$ cat config.mk
export PLATFORM = sky130hd
export DESIGN_NAME = smpk_packer
export DESIGN_NICKNAME = d
export VERILOG_FILES = /design/src/verilog/smpk_packer.v /design/src/verilog/smpk_sync_edge.v
export VERILOG_INCLUDE_DIRS = /design/src /design/src/verilog
export SDC_FILE = /design/constraint.sdc
export NUM_CORES = 1
export LEC_CHECK = 0
export BUFFER_PORTS_ARGS = -buffer_cell sky130_fd_sc_hd__buf_4
export CORE_ASPECT_RATIO = 1.25
export CORE_MARGIN = 5
export CORE_UTILIZATION = 35
export CTS_BUF_LIST = sky130_fd_sc_hd__clkbuf_4
export DETAILED_ROUTE_END_ITERATION = 7
export HOLD_SLACK_MARGIN = 0.12
export PLACE_DENSITY = 0.58
export SLEW_MARGIN = 15
export SYNTH_ARGS = -nofsm -noshare
export SYNTH_HDL_FRONTEND = slang
export SYNTH_SLANG_ARGS = --single-unit
$ cat constraint.sdc
create_clock -name clk_sys_i -period 1.8 [get_ports clk_sys_i]
set_input_delay 0.45 -clock clk_sys_i [delete_from_list [all_inputs] [get_ports clk_sys_i]]
set_output_delay 0.45 -clock clk_sys_i [all_outputs]
set_load 0.02 [all_outputs]
$ cat src/verilog/smpk_consts.vh
// constants for the sample interleave packer
`ifndef SMPK_CONSTS_VH
`define SMPK_CONSTS_VH

// link frame geometry
`define SMPK_SLOTS 8
`define SMPK_SLOT_W 3
`define SMPK_AES_LINES 4
`define SMPK_SAMPLE_W 24

// rate modes
`define SMPK_MODE_W 2
`define SMPK_MODE_SINGLE 2'h0
`define SMPK_MODE_DOUBLE 2'h1
`define SMPK_MODE_QUAD 2'h2

// single-speed link frame rates in Hz
`define SMPK_LINK_FS_LOW_HZ 44100
`define SMPK_LINK_FS_HIGH_HZ 48000

// synchroniser depth for pins from outside the clock domain
`define SMPK_SYNC_STAGES 3

`endif

$ cat src/verilog/smpk_packer.v
// sample interleave packer: high-rate samples onto single-speed link frames
`timescale 1ns/1ps
`include "smpk_consts.vh"
module smpk_packer #(
   parameter W = `SMPK_SAMPLE_W
) (
   // clock and reset
   input wire clk_sys_i,
   input wire arst_n_i,
   // rate selection
   input wire double_rate_mode_i,
   input wire quad_rate_mode_i,
   output wire sample_interleave_o,
   output wire sample_interleave_by_four_o,
   // link frame clock pin
   input wire link_frame_clk_i,
   // transmit sample stream, time-major, channel-minor
   input wire tx_smp_valid_i,
   input wire [W-1:0] tx_smp_data_i,
   output wire tx_smp_ready_o,
   output wire tx_underrun_o,
   // optical link transmit frame, slot 0 in the low bits
   output wire [`SMPK_SLOTS*W-1:0] link_tx_data_o,
   output wire link_tx_frame_o,
   // AES lines transmit words
   output wire [`SMPK_AES_LINES*W-1:0] aes_tx_left_o,
   output wire [`SMPK_AES_LINES*W-1:0] aes_tx_right_o,
   // optical link receive frame pins
   input wire [`SMPK_SLOTS*W-1:0] link_rx_data_i,
   // receive sample stream
   output wire rx_smp_valid_o,
   output wire [W-1:0] rx_smp_data_o,
   output wire [`SMPK_SLOT_W-1:0] rx_smp_chan_o,
   output wire [1:0] rx_smp_phase_o
);

   localparam SW = `SMPK_SLOT_W;
   localparam NS = `SMPK_SLOTS;
   localparam FW = `SMPK_SLOTS * W;

   // sample index within a frame to link slot
   function [SW-1:0] slot_of;
      input [`SMPK_MODE_W-1:0] mode;
      input [SW-1:0] k;
      begin
         if (mode == `SMPK_MODE_QUAD) begin
            slot_of = {k[0], k[2:1]};
         end else if (mode == `SMPK_MODE_DOUBLE) begin
            slot_of = {k[1:0], k[2]};
         end else begin
            slot_of = k;
         end
      end
   endfunction

   // audio channel of sample index k
   function [SW-1:0] chan_of;
      input [`SMPK_MODE_W-1:0] mode;
      input [SW-1:0] k;
      begin
         if (mode == `SMPK_MODE_QUAD) begin
            chan_of = {2'h0, k[0]};
         end else if (mode == `SMPK_MODE_DOUBLE) begin
            chan_of = {1'b0, k[1:0]};
         end else begin
            chan_of = k;
         end
      end
   endfunction

   // time phase of sample index k within a frame
   function [1:0] phase_of;
      input [`SMPK_MODE_W-1:0] mode;
      input [SW-1:0] k;
      begin
         if (mode == `SMPK_MODE_QUAD) begin
            phase_of = k[2:1];
         end else if (mode == `SMPK_MODE_DOUBLE) begin
            phase_of = {1'b0, k[2]};
         end else begin
            phase_of = 2'h0;
         end
      end
   endfunction

   wire frame_edge;
   reg [`SMPK_MODE_W-1:0] mode_d;
   reg [`SMPK_MODE_W-1:0] mode_q;
   reg [W-1:0] gather_q [0:NS-1];
   reg [SW:0] tx_cnt_q;
   reg [FW-1:0] tx_frame_q;
   reg frame_pulse_q;
   reg underrun_q;
   reg [FW-1:0] rx_s1_q;
   reg [FW-1:0] rx_s2_q;
   reg [FW-1:0] rx_s3_q;
   reg [FW-1:0] rx_frame_q;
   reg [`SMPK_MODE_W-1:0] rx_mode_q;
   reg [SW:0] rx_cnt_q;
   reg rx_valid_q;
   reg [W-1:0] rx_data_q;
   reg [SW-1:0] rx_chan_q;
   reg [1:0] rx_phase_q;
   reg [FW-1:0] frame_d;
   reg [SW-1:0] rx_slot;
   integer i;
   integer j;

   // link frame clock is sampled on the cleaned system clock
   smpk_sync_edge u_frame_sync (
      .clk_sys_i(clk_sys_i),
      .arst_n_i(arst_n_i),
      .pin_i(link_frame_clk_i),
      .level_o(),
      .rise_o(frame_edge),
      .fall_o()
   );

   // quad wins if both modes are requested
   always @* begin
      if (quad_rate_mode_i) begin
         mode_d = `SMPK_MODE_QUAD;
      end else if (double_rate_mode_i) begin
         mode_d = `SMPK_MODE_DOUBLE;
      end else begin
         mode_d = `SMPK_MODE_SINGLE;
      end
   end

   // gathered samples flattened into slot order
   always @* begin
      frame_d = {FW{1'b0}};
      for (i = 0; i < NS; i = i + 1) begin
         frame_d[i*W +: W] = gather_q[i];
      end
   end

   assign tx_smp_ready_o = !tx_cnt_q[SW] && !frame_edge;

   // mode changes only at a frame boundary, never mid-frame
   always @(posedge clk_sys_i or negedge arst_n_i) begin
      if (!arst_n_i) begin
         mode_q <= `SMPK_MODE_SINGLE;
      end else if (frame_edge) begin
         mode_q <= mode_d;
      end
   end

   // transmit gather: one frame worth of samples between link edges
   // own loop index, so the flatten process stays the only writer of i
   always @(posedge clk_sys_i or negedge arst_n_i) begin
      if (!arst_n_i) begin
         tx_cnt_q <= {(SW+1){1'b0}};
         for (j = 0; j < NS; j = j + 1) begin
            gather_q[j] <= {W{1'b0}};
         end
      end else if (frame_edge) begin
         tx_cnt_q <= {(SW+1){1'b0}};
         for (j = 0; j < NS; j = j + 1) begin
            gather_q[j] <= {W{1'b0}};
         end
      end else if (tx_smp_valid_i && tx_smp_ready_o) begin
         gather_q[slot_of(mode_q, tx_cnt_q[SW-1:0])] <= tx_smp_data_i;
         tx_cnt_q <= tx_cnt_q + {{SW{1'b0}}, 1'b1};
      end
   end

   // one link frame per rising link frame clock edge, in every mode
   always @(posedge clk_sys_i or negedge arst_n_i) begin
      if (!arst_n_i) begin
         tx_frame_q <= {FW{1'b0}};
         frame_pulse_q <= 1'b0;
         underrun_q <= 1'b0;
      end else begin
         frame_pulse_q <= frame_edge;
         underrun_q <= frame_edge && !tx_cnt_q[SW];
         if (frame_edge) begin
            tx_frame_q <= frame_d;
         end
      end
   end

   assign link_tx_data_o = tx_frame_q;
   assign link_tx_frame_o = frame_pulse_q;
   assign tx_underrun_o = underrun_q;
   assign sample_interleave_o = (mode_q != `SMPK_MODE_SINGLE);
   assign sample_interleave_by_four_o = (mode_q == `SMPK_MODE_QUAD);

   // AES line n carries slots 2n (left) and 2n+1 (right)
   genvar g;
   generate
      for (g = 0; g < `SMPK_AES_LINES; g = g + 1) begin : g_aes
         assign aes_tx_left_o[g*W +: W] = tx_frame_q[(2*g)*W +: W];
         assign aes_tx_right_o[g*W +: W] = tx_frame_q[(2*g+1)*W +: W];
      end
   endgenerate

   // receive pins pass three flops, aligned with the edge detector
   always @(posedge clk_sys_i or negedge arst_n_i) begin
      if (!arst_n_i) begin
         rx_s1_q <= {FW{1'b0}};
         rx_s2_q <= {FW{1'b0}};
         rx_s3_q <= {FW{1'b0}};
      end else begin
         rx_s1_q <= link_rx_data_i;
         rx_s2_q <= rx_s1_q;
         rx_s3_q <= rx_s2_q;
      end
   end

   always @* begin
      rx_slot = slot_of(rx_mode_q, rx_cnt_q[SW-1:0]);
   end

   // receive unpack: emit eight samples in time order after each frame
   always @(posedge clk_sys_i or negedge arst_n_i) begin
      if (!arst_n_i) begin
         rx_frame_q <= {FW{1'b0}};
         rx_mode_q <= `SMPK_MODE_SINGLE;
         rx_cnt_q <= {1'b1, {SW{1'b0}}};
         rx_valid_q <= 1'b0;
         rx_data_q <= {W{1'b0}};
         rx_chan_q <= {SW{1'b0}};
         rx_phase_q <= 2'h0;
      end else begin
         rx_valid_q <= 1'b0;
         if (frame_edge) begin
            rx_frame_q <= rx_s3_q;
            rx_mode_q <= mode_d;
            rx_cnt_q <= {(SW+1){1'b0}};
         end else if (!rx_cnt_q[SW]) begin
            rx_valid_q <= 1'b1;
            rx_data_q <= rx_frame_q[rx_slot*W +: W];
            rx_chan_q <= chan_of(rx_mode_q, rx_cnt_q[SW-1:0]);
            rx_phase_q <= phase_of(rx_mode_q, rx_cnt_q[SW-1:0]);
            rx_cnt_q <= rx_cnt_q + {{SW{1'b0}}, 1'b1};
         end
      end
   end

   assign rx_smp_valid_o = rx_valid_q;
   assign rx_smp_data_o = rx_data_q;
   assign rx_smp_chan_o = rx_chan_q;
   assign rx_smp_phase_o = rx_phase_q;

endmodule // smpk_packer

$ cat src/verilog/smpk_sync_edge.v
// three-flop pin synchroniser with agreement filter and edge pulses
`timescale 1ns/1ps
module smpk_sync_edge (
   // clock and reset
   input wire clk_sys_i,
   input wire arst_n_i,
   // pin side
   input wire pin_i,
   // synchronised side
   output wire level_o,
   output wire rise_o,
   output wire fall_o
);

   reg s1_q;
   reg s2_q;
   reg s3_q;
   reg level_q;

   // a change counts once stages two and three agree
   always @(posedge clk_sys_i or negedge arst_n_i) begin
      if (!arst_n_i) begin
         s1_q <= 1'b0;
         s2_q <= 1'b0;
         s3_q <= 1'b0;
         level_q <= 1'b0;
      end else begin
         s1_q <= pin_i;
         s2_q <= s1_q;
         s3_q <= s2_q;
         if (s2_q == s3_q) begin
            level_q <= s3_q;
         end
      end
   end

   assign level_o = level_q;
   assign rise_o = (s2_q == s3_q) && s3_q && !level_q;
   assign fall_o = (s2_q == s3_q) && !s3_q && level_q;

endmodule // smpk_sync_edge

### Word level (Yosys, flattened, before mapping)

Cells that the tools add are included.

* register bits after elaboration: 1198
* word-level logic and storage cells: 75

* $add $sub $neg: 2
* multiplexer cells: 23
* reductions and logical operators: 12
* $lt $le $gt $ge: 2
* equal/unequal tests: 4
* bitwise logic cells: 3
* multipliers: 1
* shifts and indexed selects: 1

Operators with widths (number)
* $mux W192: 2
* $bwmux W192: 1
* $shiftx A192 B9 Y24: 1
* $demux W24 S3: 1
* $mux W24: 1
* $mux W3: 8
* $mux W4: 4
* $add A4 B1 Y4 const B: 2
* $logic_and A1 B1 Y1: 6
* $mul A3 B2 Y5 const B: 1
* $ge A4 B4 Y1 const B: 1
* $lt A4 B1 Y1 const B: 1
* $mux W1: 4
* $mux W2: 2
* $not A3 Y4: 1
* $reduce_bool A2 Y1: 2
* $logic_not A1 Y1: 3
* $eq A2 B1 Y1 const B: 1
* $eq A2 B2 Y1 const B: 1
* $ne A2 B2 Y1 const B: 1
* $not A1 Y1: 2
* $reduce_and A2 Y1: 1
* $eq A1 B1 Y1: 1

### Longest topological paths before layout

* word-level depth: 16
* mapped depth: 10
* depth with buffers taken out: 7

### Cells and area by module

A second synthesis with hierarchy kept.

* cells, all modules: 2758
* area total of the unflattened synthesis: 42149.2 um^2

By module, submodules not included
* smpk_packer: area each 41989.0 um^2, cells an instance 2747, instances 1
* smpk_sync_edge: area each 160.2 um^2, cells an instance 11, instances 1

### Worst setup path after synthesis

No wires, ideal clock.

* path type: register to output
* start point: reg u_frame_sync.s3_q
* end point: out tx_smp_ready_o
* path slack: -0.296 ns
* data arrival time: 1.646 ns
* path buffers: 4
* stages on the path, launching flop included: 9
* cell sequence: dfrtp_1 ha_1 nand2b_1 buf_2 inv_2 buf_2 clkbuf_1 clkbuf_1 nor2_1

* word-level cells in the longest chain between the ends: 5

Ends and longest elaborated chain
* from (decl): line smpk_sync_edge.v:17 `reg s3_q;`
* from (signal assigned): line smpk_sync_edge.v:30 `s3_q <= s2_q;`
* $eq A1 B1 Y1: line smpk_sync_edge.v:38 `assign rise_o = (s2_q == s3_q) && s3_q && !level_q;`
* $logic_and A1 B1 Y1 (*) (2 in series): line smpk_sync_edge.v:38
* net frame_edge: line smpk_packer.v:86 `wire frame_edge;`
* $logic_not A1 Y1 (*): line smpk_packer.v:138 `assign tx_smp_ready_o = !tx_cnt_q[SW] && !frame_edge;`
* $logic_and A1 B1 Y1 (*): line smpk_packer.v:138
* to (decl): line smpk_packer.v:20 `output wire tx_smp_ready_o,`

The timed path passes the listed nets; every way through them passes the cells marked *.

### Final worst setup path

* start point: reg u_frame_sync.s2_q
* end point: out tx_smp_ready_o

* word-level cells in the longest chain between the ends: 5

Ends and longest elaborated chain
* from (decl): line smpk_sync_edge.v:16 `reg s2_q;`
* from (signal assigned): line smpk_sync_edge.v:29 `s2_q <= s1_q;`
* $eq A1 B1 Y1: line smpk_sync_edge.v:38
* $logic_and A1 B1 Y1 (2 in series): line smpk_sync_edge.v:38
* $logic_not A1 Y1: line smpk_packer.v:138
* $logic_and A1 B1 Y1: line smpk_packer.v:138

Every way passes these cells.

==> results.md <==
* Status: complete, but fails checks
* Failing checks: negative setup slack
* Clock sink total at 1,198
* Setup violations, final at 742
* Worst r2r dst: rx_smp_data_o[12]
* Async set or reset register ratio after synthesis at 100.0%
* Full die area at 0.1266 sq mm
* NetSw at 32.83 mW
* Area growth from synthesis to final layout at 46.33%
* Worst path required time at 1350 ps
* R2R setup slack at -600 ps
* P_int at 62.89 mW
* Max-capacitance violation count at 0
* Worst Skew at 89.09 ps
* Power per standard cell area at 1564 mW/mm^2
* Die span in x at 319.2 um
* R2R cell count at 12
* Yosys warns at 0
* Final min period at 2668 ps
* Critical path peak fanout at 2
* Critical path launch point type: flop
* WP data arrival at 2220 ps
* Routability Congestion at 0.8392
* WL/cell at 20.23 um
* Endpoint type of the worst setup path: primary output
* PortBufs at 640
* Post-synthesis register bit count at 1,198
* Largest net degree at the start of global routing at 111
* Post-synth cell types at 43
* Die H at 396.5 um
* CTS H-tree depth at 5
* CTS Root Cell: clkbuf_4
* Fmax at 374.8 MHz
* Post-DP HPWL at 84.14 mm
* CTS Buffer Depth at 4
* Worst r2r src: rx_mode_q[0]
* Slew @ Worst Pin at 677.6 ps
* Placed insts at 5,583
* RSZ-0062 raised after global routing: yes
* Number of global-route vias before repair at 32,870
* Initial antenna violation count at 5
* CP Capture Point: tx_smp_ready_o
* Sequential element share of the synthesized area at 71.66%
* GRT Overall Usage at 21.32%
* Peak supply drop at 0.0007759 V
* TritonCTS buffer count at 315
* Commonest register cell after synthesis: dfrtp_1
* Via/cell ratio at 4.491
* Worst hold-check path type: in -> reg
* Initial Util at 35.29%
* Sequential power share at 39.2%
* Mapped Area at 0.04184 sq mm
* Drt pass-1 iters at 5
* Endpoints failing hold at 0
* Syn Area/Cell at 11.78 sq um
* Multi-input gate area at 0.01002 sq mm
* Layout cell share with drive strength beyond 1 at 32.79%
* Slew headroom at 54.68%
* Clock-pin slew on the worst setup and hold paths at 70 ps
* Number of synthesized flops with an enable pin at 0
* # IOs at 641
* Detailed Route Iter0 Violations at 1,707
* Comb pwr share at 36.7%
* Via count at 30,100
* Detailed-route DRC error count at 0
* Pleak at 31.46 nW
* Core area at 0.1186 sq mm
* Fill count at 10,080
* Routed Antenna Nets at 0
* Global-route wire length before repair at 204.1 mm
* Final WS setup at -868.4 ps
* Slew Viols, Final at 0
* Latest clock arrival within the worst-skew pair at 1180 ps
* Finished Layout Cells at 6,702
* Setup slack after placement at -249.0 ps
* Synth Net Count at 3,776
* CP startpoint: u_frame_sync.s2_q
* Crit Path Class: reg -> out
* Gr ovfl total at 0
* Layout Nets at 5,148
* Tcrit/Tclk final at 148.2%
* Cell Rows at 141
* Switch share at 34.30%
* Clock group share of total power at 24.1%
* Cells after Synth at 3,551
* CTS tree: yes
* Drt total wl at 135.6 mm
* Storage element area at 0.03006 sq mm
Yosys cell counts (6+ instances only):
library cell,number,share of area [%]
buf_6,14,0.38
nor2_1,13,0.12
o21ai_2,6,0.13
nand2_1,1533,14
and3b_1,7,0.15
inv_1,27,0.24
dfrtp_1,1197,72
buf_2,25,0.30
o31ai_2,20,0.60
clkbuf_1,126,1.1
a32o_1,48,1.1
o21ai_1,7,0.084
nand3b_1,6,0.11
nor3b_1,10,0.18
mux2i_1,197,4.7
a21oi_1,55,0.66
buf_4,202,3.6
layer usage:
layer	part of all wire (%)	GRT usage [%]	vias to the layer above	wire length, um
li1	-	-	13990	-
met1	38	24.34	14860	51510
met2	51	37.46	1034	69710
met3	6.4	5.995	206	8735
met4	4.2	9.286	2	5636
met5	0.0096	0	-	13
worst max-delay path, cell delays in order, from the launching register on:
cell      delay (ps)
dfrtp_1          380
ha_2             200
nand2b_4         100
inv_8             40
buf_12           120
nor2_4            90
buf_6            130
cells by family after synthesis:
family | share of synthesized area [%]
simple gates | 14.64
buf+inv | 5.745
xor+xnor | 0.08375
fa+ha+maj | 0.08973
mux | 4.767
flops | 71.66
compound gates | 3.015
cell usage in the layout, fill, tap and decap left out, types with 7 or more instances in the layout:
cell,count
o31ai_2,21
inv_1,26
clkinv_2,7
and3b_1,7
a32o_2,38
nand2_2,7
buf_6,454
buf_4,413
clkinv_1,45
mux2i_1,194
clkbuf_4,457
a32o_1,10
nand2_1,1504
buf_16,32
a21oi_1,24
nand2_4,22
a21oi_2,31
nor3b_1,8
buf_12,72
dfrtp_1,1131
dlygate4sd3_1,442
nor2_1,12
dfrtp_2,66
power groups by stage:
| stage | logic, mW | registers, mW | clock network [mW] |
|---|---|---|---|
| 3_5_place_dp | 26.8 | 37.2 | 0 |
| 4_1_cts | 34.8 | 37.5 | 23.7 |
| 2_1_floorplan | 14.1 | 37.9 | 0 |
| 6_report | 35.2 | 37.5 | 23.1 |
| 3_3_place_gp | 26.4 | 37.1 | 0 |
| 5_1_grt | 37.4 | 38.2 | 25.4 |
worst min-delay path by stage:
stage                     slack [ps]        startpoint      endpoint  cells past startpoint
after floorplan                  150          arst_n_i    frame_d[0]                      0
final                            270  tx_smp_data_i[2]   frame_d[98]                      4
after detailed placement         330      rx_s1_q[124]  rx_s2_q[124]                      0
after global placement           330      rx_s1_q[121]  rx_s2_q[121]                      0
after CTS                        120  tx_smp_data_i[2]   frame_d[98]                      4
after global routing             160  tx_smp_data_i[2]   frame_d[98]                      4
state kept, by name, summed over array words and instances (netlist names), 2 cells and up:
signal,count
frame_d,192
link_tx_data_o,192
rx_frame_q,192
rx_s1_q,192
rx_s2_q,192
rx_s3_q,192
rx_smp_data_o,24
rx_cnt_q,4
tx_cnt_q,4
rx_smp_chan_o,3
rx_mode_q,2
rx_smp_phase_o,2
timing repair:
item	4_1_cts	5_1_grt
setup endpoints to repair	702	980
pin swaps	58	51
hold buffers	443	0
gates cloned	33	4
gates resized for setup	611	111
endpoints found under the hold margin	1589	0
setup buffers	122	11
metrics by stage:
stage	util [%]	setup TNS, ps	area [sq um]	total power [mW]	hold WS [ps]
floorplan	-	-30.69	41880	52.05	154.4
global placement	40.97	-17400	48580	63.57	331.4
finish	51.64	-226860	61220	95.72	265.3
global route	51.63	-338020	61210	101.0	160.4
detailed placement	40.97	-27300	48580	64.03	334.7
CTS	51.18	-362150	60680	95.98	124.0
cell type report:
type / instances / area share (%)
diodes: 3 / 0.01226
well taps: 1573 / 3.215
flip-flops and latches: 1198 / 49.11
repair buffers: 1425 / 24.87
inverters: 29 / 0.1901
clock inverters: 63 / 0.6295
clock buffers: 457 / 5.604
multi-input cells: 1954 / 16.37
No activity file was read; power rests on OpenSTA's default activity.
